$ cat config.mk
export PLATFORM = sky130hd
export DESIGN_NAME = ieg_top
export DESIGN_NICKNAME = d
export VERILOG_FILES = /design/src/design/ieg_pkg.sv /design/src/design/ieg_top.sv
export SDC_FILE = /design/constraint.sdc
export NUM_CORES = 1
export LEC_CHECK = 0
export ABC_AREA = 1
export BUFFER_PORTS_ARGS = -buffer_cell sky130_fd_sc_hd__buf_2
export CORE_MARGIN = 2
export CORE_UTILIZATION = 55
export CTS_CLUSTER_DIAMETER = 30
export DETAILED_ROUTE_END_ITERATION = 10
export HOLD_SLACK_MARGIN = 0.03
export PLACE_DENSITY = 0.83
export SYNTH_ARGS = -nofsm -noshare
export SYNTH_HDL_FRONTEND = slang
export SYNTH_SLANG_ARGS = --single-unit
export TNS_END_PERCENT = 20
$ cat constraint.sdc
create_clock -name I_CLOCK -period 2.3 [get_ports I_CLOCK]
set_clock_uncertainty 0.05 [all_clocks]
set_input_delay 0.69 -clock I_CLOCK [delete_from_list [all_inputs] [get_ports I_CLOCK]]
set_output_delay 0.69 -clock I_CLOCK [all_outputs]
set_load 0.01 [all_outputs]
$ cat src/design/ieg_pkg.sv
// Package for the interrupt enable gating block: register map, bit positions,
// reset values and carrier types. Assumes a 32-bit AXI4-Lite register bus.
package ieg_pkg;

    // ----------------------------------------
    // Register map (word indices)
    // ----------------------------------------
    // Printed offsets are not all multiples of four, so they are indices
    localparam logic [7:0] IEG_IDX_ENABLE_PRIMARY = 8'hA8;
    localparam logic [7:0] IEG_IDX_ENABLE_SECONDARY = 8'hA9;
    localparam logic [7:0] IEG_IDX_PENDING_VIEW = 8'hC0;
    localparam logic [7:0] IEG_IDX_GATED_VIEW = 8'hC1;
    localparam logic [7:0] IEG_IDX_EVT_STATUS = 8'hC2;
    localparam logic [7:0] IEG_IDX_EVT_MASK = 8'hC3;
    localparam int IEG_ADDR_W = 12;

    // ----------------------------------------
    // Reset values
    // ----------------------------------------
    localparam logic [7:0] IEG_RST_ENABLE_PRIMARY = 8'h00;
    localparam logic [7:0] IEG_RST_ENABLE_SECONDARY = 8'h00;
    localparam logic [1:0] IEG_RST_EVT_MASK = 2'h0;

    // ----------------------------------------
    // Field positions
    // ----------------------------------------
    localparam int IEG_BIT_GLOBAL = 7;
    localparam int IEG_BIT_TIMER_TWO = 5;
    localparam int IEG_BIT_SERIAL_ONE = 4;
    localparam int IEG_BIT_TIMER_ONE = 3;
    localparam int IEG_BIT_EXT_B = 2;
    localparam int IEG_BIT_TIMER_ZERO = 1;
    localparam int IEG_BIT_EXT_A = 0;
    localparam int IEG_BIT_PWM = 7;
    localparam int IEG_BIT_TWO_WIRE = 6;
    localparam int IEG_BIT_SERIAL_TWO = 5;
    localparam int IEG_BIT_SERIAL_PERIPH = 4;
    localparam int IEG_BIT_CONV_TOUCH = 3;
    localparam int IEG_BIT_EXT_LOWVOLT = 2;
    localparam int IEG_BIT_PORT_ONE = 1;
    localparam int IEG_BIT_TIMER_THREE = 0;
    // Event status bits
    localparam int IEG_EVT_IRQ_RISE = 0;
    localparam int IEG_EVT_WAKE_RISE = 1;

    // ----------------------------------------
    // AXI response codes
    // ----------------------------------------
    localparam logic [1:0] IEG_RESP_OKAY = 2'h0;
    localparam logic [1:0] IEG_RESP_SLVERR = 2'h2;

    // ----------------------------------------
    // Carrier types
    // ----------------------------------------
    // Requests from sources, one level per line
    typedef struct packed {
        logic timer_zero;
        logic timer_one;
        logic timer_two;
        logic timer_three;
        logic serial_port_one;
        logic serial_port_two;
        logic serial_periph;
        logic two_wire;
        logic pwm_group;
        logic converter_touch;
        logic port_one_change;
        logic low_voltage_detect;
        logic ext_pin_a;
        logic ext_pin_b;
        logic [7:0] ext_pins_group;
    } ieg_src_t;

    // Pin requests that can wake from stop mode
    typedef struct packed {
        logic ext_pin_a;
        logic ext_pin_b;
        logic [7:0] ext_pins_group;
    } ieg_wake_t;

endpackage

$ cat src/design/ieg_top.sv
// Interrupt enable gating: global and per-source enables between the interrupt
// sources and the core, plus stop-mode wake gating for the external pins.
// Assumes sources give level requests on this clock; pins arrive asynchronously.
//
// How it works
// - Bit 7 of primary enable blocks every core request when 0, else per-source gating; stop-mode wake ignores it.
// - Primary bit 5 passes the second timer request.
// - Primary bit 4 passes the first serial port request.
// - Primary bit 3 passes the timer-one request.
// - Primary bit 2 passes pin B request and lets it wake from stop.
// - Primary bit 1 passes the timer-zero request.
// - Primary bit 0 passes pin A request and lets it wake from stop.
// - Secondary bit 7 passes the combined PWM request.
// - Secondary bit 6 passes the two-wire request, master or slave.
// - Secondary bit 5 passes the second serial port request.
// - Secondary bit 4 passes the serial peripheral request.
// - Secondary bit 3 passes the converter and touch request.
// - Secondary bit 2 passes pin group and low-voltage, and pin group wake.
// - Secondary bit 1 passes the port-one pin change request.
// - Secondary bit 0 passes the third timer request.
//
// Design decision made here: the AXI4-Lite interface to the registers.
`timescale 1ns/10ps
`default_nettype none

module ieg_top
    import ieg_pkg::*;
(
    // Clock and reset
    input wire logic I_CLOCK,
    input wire logic I_RST_B,
    // AXI4-Lite write address
    input wire logic [IEG_ADDR_W-1:0] I_AWADDR,
    input wire logic I_AWVALID,
    output logic O_AWREADY,
    // AXI4-Lite write data
    input wire logic [31:0] I_WDATA,
    input wire logic [3:0] I_WSTRB,
    input wire logic I_WVALID,
    output logic O_WREADY,
    // AXI4-Lite write response
    output logic [1:0] O_BRESP,
    output logic O_BVALID,
    input wire logic I_BREADY,
    // AXI4-Lite read address
    input wire logic [IEG_ADDR_W-1:0] I_ARADDR,
    input wire logic I_ARVALID,
    output logic O_ARREADY,
    // AXI4-Lite read data
    output logic [31:0] O_RDATA,
    output logic [1:0] O_RRESP,
    output logic O_RVALID,
    input wire logic I_RREADY,
    // Interrupt sources
    input wire ieg_src_t I_SRC,
    // Gated requests toward the core
    output ieg_src_t O_CORE_REQ,
    output logic O_CORE_ANY,
    // Stop-mode wake
    output logic O_WAKE,
    // Block event interrupt
    output logic O_IRQ
);

    // ----------------------------------------
    // Pin synchronisers
    // ----------------------------------------
    // Only the external pins are asynchronous; other sources share this clock
    ieg_wake_t pin_meta_r;
    ieg_wake_t pin_sync_r;
    ieg_src_t src;

    always_ff @(posedge I_CLOCK or negedge I_RST_B) begin
        if (!I_RST_B) begin
            pin_meta_r <= '0;
            pin_sync_r <= '0;
        end else begin
            pin_meta_r <= {I_SRC.ext_pin_a, I_SRC.ext_pin_b, I_SRC.ext_pins_group};
            pin_sync_r <= pin_meta_r;
        end
    end

    always_comb begin
        src = I_SRC;
        src.ext_pin_a = pin_sync_r.ext_pin_a;
        src.ext_pin_b = pin_sync_r.ext_pin_b;
        src.ext_pins_group = pin_sync_r.ext_pins_group;
    end

    // ----------------------------------------
    // Enable, event status and event mask registers
    // ----------------------------------------
    logic [7:0] enable_primary_r;
    logic [7:0] enable_secondary_r;
    logic [1:0] evt_status_r;
    logic [1:0] evt_mask_r;

    // ----------------------------------------
    // AXI4-Lite write side
    // ----------------------------------------
    logic aw_held_r;
    logic w_held_r;
    logic [IEG_ADDR_W-1:0] aw_addr_r;
    logic [31:0] w_data_r;
    logic w_lane0_r;
    logic wr_fire;
    logic [IEG_ADDR_W-1:0] wr_addr;
    logic [31:0] wr_data;
    logic wr_lane0;
    logic wr_hit;

    // Address and data are taken in either order; the write commits once both are held and no write response is pending
    always_ff @(posedge I_CLOCK or negedge I_RST_B) begin
        if (!I_RST_B) begin
            aw_held_r <= 1'b0;
            aw_addr_r <= '0;
        end else if (wr_fire) begin
            aw_held_r <= 1'b0;
        end else if (I_AWVALID && O_AWREADY) begin
            aw_held_r <= 1'b1;
            aw_addr_r <= I_AWADDR;
        end
    end

    always_ff @(posedge I_CLOCK or negedge I_RST_B) begin
        if (!I_RST_B) begin
            w_held_r <= 1'b0;
            w_data_r <= '0;
            w_lane0_r <= 1'b0;
        end else if (wr_fire) begin
            w_held_r <= 1'b0;
        end else if (I_WVALID && O_WREADY) begin
            w_held_r <= 1'b1;
            w_data_r <= I_WDATA;
            w_lane0_r <= I_WSTRB[0];
        end
    end

    assign wr_fire = aw_held_r && w_held_r && !O_BVALID;
    assign wr_addr = aw_addr_r;
    assign wr_data = w_data_r;
    assign wr_lane0 = w_lane0_r;

    always_comb begin
        case (wr_addr[IEG_ADDR_W-1:2])
            10'(IEG_IDX_ENABLE_PRIMARY),
            10'(IEG_IDX_ENABLE_SECONDARY),
            10'(IEG_IDX_PENDING_VIEW),
            10'(IEG_IDX_GATED_VIEW),
            10'(IEG_IDX_EVT_STATUS),
            10'(IEG_IDX_EVT_MASK): wr_hit = (wr_addr[1:0] == 2'h0);
            default: wr_hit = 1'b0;
        endcase
    end

    always_ff @(posedge I_CLOCK or negedge I_RST_B) begin
        if (!I_RST_B) begin
            O_AWREADY <= 1'b0;
            O_WREADY <= 1'b0;
        end else begin
            O_AWREADY <= !aw_held_r && !(I_AWVALID && O_AWREADY);
            O_WREADY <= !w_held_r && !(I_WVALID && O_WREADY);
        end
    end

    always_ff @(posedge I_CLOCK or negedge I_RST_B) begin
        if (!I_RST_B) begin
            O_BVALID <= 1'b0;
            O_BRESP <= IEG_RESP_OKAY;
        end else if (wr_fire) begin
            O_BVALID <= 1'b1;
            O_BRESP <= wr_hit ? IEG_RESP_OKAY : IEG_RESP_SLVERR;
        end else if (I_BREADY) begin
            O_BVALID <= 1'b0;
        end
    end

    logic wr_go;
    assign wr_go = wr_fire && wr_hit && wr_lane0;

    always_ff @(posedge I_CLOCK or negedge I_RST_B) begin
        if (!I_RST_B) begin
            enable_primary_r <= IEG_RST_ENABLE_PRIMARY;
            enable_secondary_r <= IEG_RST_ENABLE_SECONDARY;
            evt_mask_r <= IEG_RST_EVT_MASK;
        end else if (wr_go) begin
            case (wr_addr[IEG_ADDR_W-1:2])
                10'(IEG_IDX_ENABLE_PRIMARY): enable_primary_r <= wr_data[7:0] & 8'hBF;
                10'(IEG_IDX_ENABLE_SECONDARY): enable_secondary_r <= wr_data[7:0];
                10'(IEG_IDX_EVT_MASK): evt_mask_r <= wr_data[1:0];
                default: ;
            endcase
        end
    end

    // ----------------------------------------
    // Gating toward the core, and stop-mode wake gating
    // ----------------------------------------
    // Only the request is gated; pending flags live in the sources and survive
    ieg_src_t gated_nxt;
    ieg_wake_t wake_nxt;
    logic glob;

    always_comb begin
        glob = enable_primary_r[IEG_BIT_GLOBAL];
        gated_nxt = '0;
        gated_nxt.timer_two = glob && enable_primary_r[IEG_BIT_TIMER_TWO] && src.timer_two;
        gated_nxt.serial_port_one = glob && enable_primary_r[IEG_BIT_SERIAL_ONE] && src.serial_port_one;
        gated_nxt.timer_one = glob && enable_primary_r[IEG_BIT_TIMER_ONE] && src.timer_one;
        gated_nxt.ext_pin_b = glob && enable_primary_r[IEG_BIT_EXT_B] && src.ext_pin_b;
        gated_nxt.timer_zero = glob && enable_primary_r[IEG_BIT_TIMER_ZERO] && src.timer_zero;
        gated_nxt.ext_pin_a = glob && enable_primary_r[IEG_BIT_EXT_A] && src.ext_pin_a;
        gated_nxt.pwm_group = glob && enable_secondary_r[IEG_BIT_PWM] && src.pwm_group;
        gated_nxt.two_wire = glob && enable_secondary_r[IEG_BIT_TWO_WIRE] && src.two_wire;
        gated_nxt.serial_port_two = glob && enable_secondary_r[IEG_BIT_SERIAL_TWO] && src.serial_port_two;
        gated_nxt.serial_periph = glob && enable_secondary_r[IEG_BIT_SERIAL_PERIPH] && src.serial_periph;
        gated_nxt.converter_touch = glob && enable_secondary_r[IEG_BIT_CONV_TOUCH] && src.converter_touch;
        gated_nxt.ext_pins_group = {8{glob && enable_secondary_r[IEG_BIT_EXT_LOWVOLT]}} & src.ext_pins_group;
        gated_nxt.low_voltage_detect = glob && enable_secondary_r[IEG_BIT_EXT_LOWVOLT]
            && src.low_voltage_detect;
        gated_nxt.port_one_change = glob && enable_secondary_r[IEG_BIT_PORT_ONE] && src.port_one_change;
        gated_nxt.timer_three = glob && enable_secondary_r[IEG_BIT_TIMER_THREE] && src.timer_three;
        // Wake needs only the pin's own enable: the core is stopped, so the global bit is not consulted
        wake_nxt.ext_pin_a = enable_primary_r[IEG_BIT_EXT_A] && src.ext_pin_a;
        wake_nxt.ext_pin_b = enable_primary_r[IEG_BIT_EXT_B] && src.ext_pin_b;
        wake_nxt.ext_pins_group = {8{enable_secondary_r[IEG_BIT_EXT_LOWVOLT]}} & src.ext_pins_group;
    end

    always_ff @(posedge I_CLOCK or negedge I_RST_B) begin
        if (!I_RST_B) begin
            O_CORE_REQ <= '0;
            O_CORE_ANY <= 1'b0;
            O_WAKE <= 1'b0;
        end else begin
            O_CORE_REQ <= gated_nxt;
            O_CORE_ANY <= |gated_nxt;
            O_WAKE <= |wake_nxt;
        end
    end

    // ----------------------------------------
    // Block events
    // ----------------------------------------
    logic any_prev_r;
    logic wake_prev_r;
    logic [1:0] evt_set;
    logic [1:0] evt_clr;

    always_ff @(posedge I_CLOCK or negedge I_RST_B) begin
        if (!I_RST_B) begin
            any_prev_r <= 1'b0;
            wake_prev_r <= 1'b0;
        end else begin
            any_prev_r <= |gated_nxt;
            wake_prev_r <= |wake_nxt;
        end
    end

    always_comb begin
        evt_set = '0;
        evt_set[IEG_EVT_IRQ_RISE] = (|gated_nxt) && !any_prev_r;
        evt_set[IEG_EVT_WAKE_RISE] = (|wake_nxt) && !wake_prev_r;
        evt_clr = '0;
        if (wr_go && wr_addr[IEG_ADDR_W-1:2] == 10'(IEG_IDX_EVT_STATUS)) begin
            evt_clr = wr_data[1:0];
        end
    end

    // Set wins over a same-cycle clear so no event is lost
    always_ff @(posedge I_CLOCK or negedge I_RST_B) begin
        if (!I_RST_B) begin
            evt_status_r <= '0;
            O_IRQ <= 1'b0;
        end else begin
            evt_status_r <= (evt_status_r & ~evt_clr) | evt_set;
            O_IRQ <= |(((evt_status_r & ~evt_clr) | evt_set) & evt_mask_r);
        end
    end

    // ----------------------------------------
    // AXI4-Lite read side
    // ----------------------------------------
    logic [31:0] rd_nxt;
    logic rd_hit;

    always_comb begin
        rd_nxt = '0;
        rd_hit = (I_ARADDR[1:0] == 2'h0);
        case (I_ARADDR[IEG_ADDR_W-1:2])
            10'(IEG_IDX_ENABLE_PRIMARY): rd_nxt[7:0] = enable_primary_r;
            10'(IEG_IDX_ENABLE_SECONDARY): rd_nxt[7:0] = enable_secondary_r;
            10'(IEG_IDX_PENDING_VIEW): rd_nxt[21:0] = src;
            10'(IEG_IDX_GATED_VIEW): rd_nxt[21:0] = O_CORE_REQ;
            10'(IEG_IDX_EVT_STATUS): rd_nxt[1:0] = evt_status_r;
            10'(IEG_IDX_EVT_MASK): rd_nxt[1:0] = evt_mask_r;
            default: rd_hit = 1'b0;
        endcase
        if (!rd_hit) begin
            rd_nxt = '0;
        end
    end

    always_ff @(posedge I_CLOCK or negedge I_RST_B) begin
        if (!I_RST_B) begin
            O_ARREADY <= 1'b0;
            O_RVALID <= 1'b0;
            O_RDATA <= '0;
            O_RRESP <= IEG_RESP_OKAY;
        end else if (I_ARVALID && O_ARREADY) begin
            O_ARREADY <= 1'b0;
            O_RVALID <= 1'b1;
            O_RDATA <= rd_nxt;
            O_RRESP <= rd_hit ? IEG_RESP_OKAY : IEG_RESP_SLVERR;
        end else if (O_RVALID) begin
            if (I_RREADY) begin
                O_RVALID <= 1'b0;
                O_ARREADY <= 1'b1;
            end
        end else begin
            O_ARREADY <= 1'b1;
        end
    end

endmodule

`default_nettype wire

==> flow_summary.json <==
{
  "drv.max_cap_violation_count": 0,
  "clockRootBuffer": "sky130_fd_sc_hd__clkbuf_8",
  "drt-pass1-iter-count": 5,
  "routed-via-count": 3856,
  "placeableCoreArea_um2": 8593,
  "i_o_buffers": 115,
  "ys_async_sr_fraction": 1.000,
  "first_iter_violations": 230,
  "yosys-top-cells-area": "sky130_fd_sc_hd__dfrtp_1 60%, sky130_fd_sc_hd__nand2_1 8.8%, sky130_fd_sc_hd__inv_1 4.5%, sky130_fd_sc_hd__nor2_1 3.8%, sky130_fd_sc_hd__o21ai_2 2.7%",
  "worstPathArrival_ns": 1.06,
  "synthesis.yosys.warnings": 0,
  "chipHeight_um": 97.66,
  "max_freq_mhz": 554.5,
  "timing_hold_violations_final": 0,
  "area_growth_pct": 26.53,
  "p_seq_frac": 0.421,
  "setup_slack_ns": 0.4964,
  "cts_inserted_buffers": 17,
  "seq_area_frac_synth": 0.6017,
  "worst_path_dominant_cell_family": "flip-flops",
  "place_ws_ns": 0.1913,
  "power.density_cell_area_nw_per_um2": 942.9,
  "synth.lib_cells_used.distinct": 34,
  "clockBufferDepth": 2,
  "busiest_layer": "met2",
  "ant_nets": 0,
  "final.setup.tns_ns": 0,
  "grt_first_pass_wirelength_mm": 18.49,
  "global_route.overflow_total": 0,
  "cp-end-kind": "output pin",
  "setup_repair_after_global_routing_missed_its_margin": "no",
  "grt_antenna_before_repair": 0,
  "hpwlAfterDp_mm": 7.627,
  "yosys.cell_count.top_type": "sky130_fd_sc_hd__dfrtp_1",
  "final_period_minus_worst_setup_slack_ns": 1.804,
  "min-delay-path-class": "in -> async",
  "p_sw_w": 0.001497,
  "finalSetupViolations": 0,
  "post_route_cells_drive_above_1_share": 0.3095,
  "post_synth_instance_area_um2": 4825,
  "power.clock.fraction": 0.453,
  "internal_power_w": 0.004259,
  "path_class": "reg -> out",
  "cts.clk_slew.worst_paths_ns": 0.05,
  "design_power_total_w": 0.005756,
  "cell_rows": 34,
  "whs_ns": 0.1149,
  "cts_repair_resize_count": 0,
  "synth-edff-count": 0,
  "drc": 0,
  "p_sw_frac": 0.2601,
  "cpMaxStageDelayCell": "sky130_fd_sc_hd__dfrtp_1",
  "crit_path_max_fanout": 2,
  "wl_per_cell_um": 14.71,
  "n_antenna_cell": 0,
  "floorplan.initialDensity": 0.5614,
  "fillCellCount": 621,
  "routed_wirelength_mm": 11.05,
  "via_count_of_the_first_global_routing_pass": 3902,
  "syn_avg_cell_area_um2": 9.611,
  "num_io_pins": 155,
  "post-cts-setup-buffers": 0,
  "synth_seq_cells": 116,
  "detail_route.vias_per_cell": 5.134,
  "netlist.area_leader.share": 0.6017,
  "postSynthCellCount": 502,
  "die-area_um2": 9537,
  "clock_insertion_delay_worst_skew_ns": 0.51,
  "synth.cells.most_frequent": "116 x sky130_fd_sc_hd__dfrtp_1, 113 x sky130_fd_sc_hd__nand2_1, 58 x sky130_fd_sc_hd__inv_1, 49 x sky130_fd_sc_hd__nor2_1",
  "grt_use_met1": 0.3115,
  "final-max-slew-violation-count": 0,
  "critical_path_required_ns": 1.56,
  "outcome": "completed",
  "grt_start_max_net_pins": 65,
  "grt.met2_usage": 0.4064,
  "critical_path.startpoint_type": "register",
  "path_cells": "buf_2",
  "tritoncts": "built",
  "share_comb_of_total_power": 0.126,
  "grt.total_usage": 0.2503,
  "routabilityCongestion": 0.9685,
  "cpPeakStageDelay_ns": 0.40,
  "min_period_over_period": 0.7842,
  "cellLeakagePower_nw": 3.317,
  "final_nets": 719,
  "synth-main-ff-cell": "sky130_fd_sc_hd__dfrtp_1",
  "floorplan.die.width_um": 97.66,
  "h_tree_levels": 4,
  "met3_usage_grt": 0.06978,
  "clkSinkCount": 116,
  "irDropWorstVdd_mv": 0.5463,
  "cts.hold.buffers_added": 0,
  "synth.largest_area_cell": "sky130_fd_sc_hd__dfrtp_1",
  "worstPathBufferInverterCount": 1
}
registers in the layout, summed over array words and instances, names as in the netlist, 2 cells and up:
name,cells
O_RDATA,22
evt_mask_r,2
enable_secondary_r,8
pin_sync_r,10
pin_meta_r,10
evt_status_r,2
aw_addr_r,12
enable_primary_r,7
O_CORE_REQ,22
w_data_r,8
path summary, 6_finish.rpt:
check | start | to | slack, ns | cells past startpoint
worst max-delay path | O_CORE_REQ[1] | O_CORE_REQ[1] | 0.50 | 1
worst min-delay path | I_RST_B | aw_addr_r[11] | 0.11 | 2
worst max register to register | aw_addr_r[11] | enable_secondary_r[0] | 0.58 | 9
worst min register to register | pin_meta_r[5] | pin_sync_r[5] | 0.30 | 0
max in group asynchronous | I_RST_B | pin_sync_r[1] | 1.78 | 2
min in group I_CLOCK | I_SRC[7] | pin_meta_r[7] | 0.23 | 1
power by group through the flow:
stage | Sequential, W | Combinational [W] | Clock (W)
2_1_floorplan | 0.00244 | 0.000487 | 0
3_3_place_gp | 0.00244 | 0.000692 | 0
3_5_place_dp | 0.00245 | 0.000723 | 0
4_1_cts | 0.00242 | 0.000739 | 0.00264
5_1_grt | 0.00245 | 0.000838 | 0.00273
6_report | 0.00242 | 0.000725 | 0.00261
per-layer routing:
metal | wire length (µm) | vias up
li1 | - | 1848
met1 | 4507 | 1822
met2 | 5489 | 167
met3 | 747 | 19
met4 | 300 | 0
met5 | 0 | -
layout make-up:
cell class	instances	area, µm²	share of cell area
sequential	116	2903	0.4755
tap	108	135.1	0.02214
clock inverter	12	155.1	0.02542
timing repair buffer	122	668.1	0.1094
clock buffer	20	445.4	0.07297
inverter	61	229.0	0.03751
multi-input combinational	312	1569	0.2570
kinds of logic after synthesis:
logic type      synth area share
buf+inv                  0.08169
mux                      0.01400
compound gates            0.1074
other cells            0.0007773
simple gates              0.1945
flops                     0.6017
layout by cell type, fill, tap and decap left out, types with 2 or more instances in the layout:
| cell type | netlist | routed |
|---|---|---|
| sky130_fd_sc_hd__buf_2 | 6 | 114 |
| sky130_fd_sc_hd__nor2_4 | 2 | 2 |
| sky130_fd_sc_hd__buf_4 | 14 | 5 |
| sky130_fd_sc_hd__a21oi_1 | 17 | 17 |
| sky130_fd_sc_hd__nand2_1 | 113 | 113 |
| sky130_fd_sc_hd__o21ai_2 | 15 | 15 |
| sky130_fd_sc_hd__nor3_1 | 4 | 4 |
| sky130_fd_sc_hd__nand3b_1 | 2 | 2 |
| sky130_fd_sc_hd__dfrtp_1 | 116 | 116 |
| sky130_fd_sc_hd__o21ai_1 | 10 | 10 |
| sky130_fd_sc_hd__o2111ai_1 | 5 | 5 |
| sky130_fd_sc_hd__bufinv_16 | 0 | 3 |
| sky130_fd_sc_hd__conb_1 | 1 | 12 |
| sky130_fd_sc_hd__nand2_2 | 8 | 8 |
| sky130_fd_sc_hd__clkbuf_8 | 0 | 3 |
| sky130_fd_sc_hd__o21ai_0 | 16 | 16 |
| sky130_fd_sc_hd__clkinvlp_4 | 0 | 5 |
| sky130_fd_sc_hd__nor2_1 | 49 | 49 |
| sky130_fd_sc_hd__a22oi_1 | 13 | 13 |
| sky130_fd_sc_hd__nor2_2 | 5 | 5 |
| sky130_fd_sc_hd__buf_12 | 0 | 3 |
| sky130_fd_sc_hd__clkinv_2 | 0 | 2 |
| sky130_fd_sc_hd__clkbuf_16 | 0 | 16 |
| sky130_fd_sc_hd__nand2_4 | 2 | 2 |
| sky130_fd_sc_hd__nand4_1 | 7 | 7 |
| sky130_fd_sc_hd__nand3_1 | 17 | 17 |
| sky130_fd_sc_hd__inv_2 | 3 | 3 |
| sky130_fd_sc_hd__inv_1 | 58 | 58 |
| sky130_fd_sc_hd__mux2_2 | 6 | 6 |
| sky130_fd_sc_hd__clkinv_4 | 0 | 2 |
per-stage QoR:
| step | std cells | util | area, µm² |
|---|---|---|---|
| final | 751 | 0.7104 | 6105 |
| after floorplan | 513 | - | 4866 |
| after detailed placement | 719 | 0.6405 | 5504 |
| after CTS | 751 | 0.7104 | 6105 |
| after global routing | 751 | 0.7104 | 6105 |
| after global placement | 719 | 0.6405 | 5504 |
No activity file was read; power rests on OpenSTA's default activity.
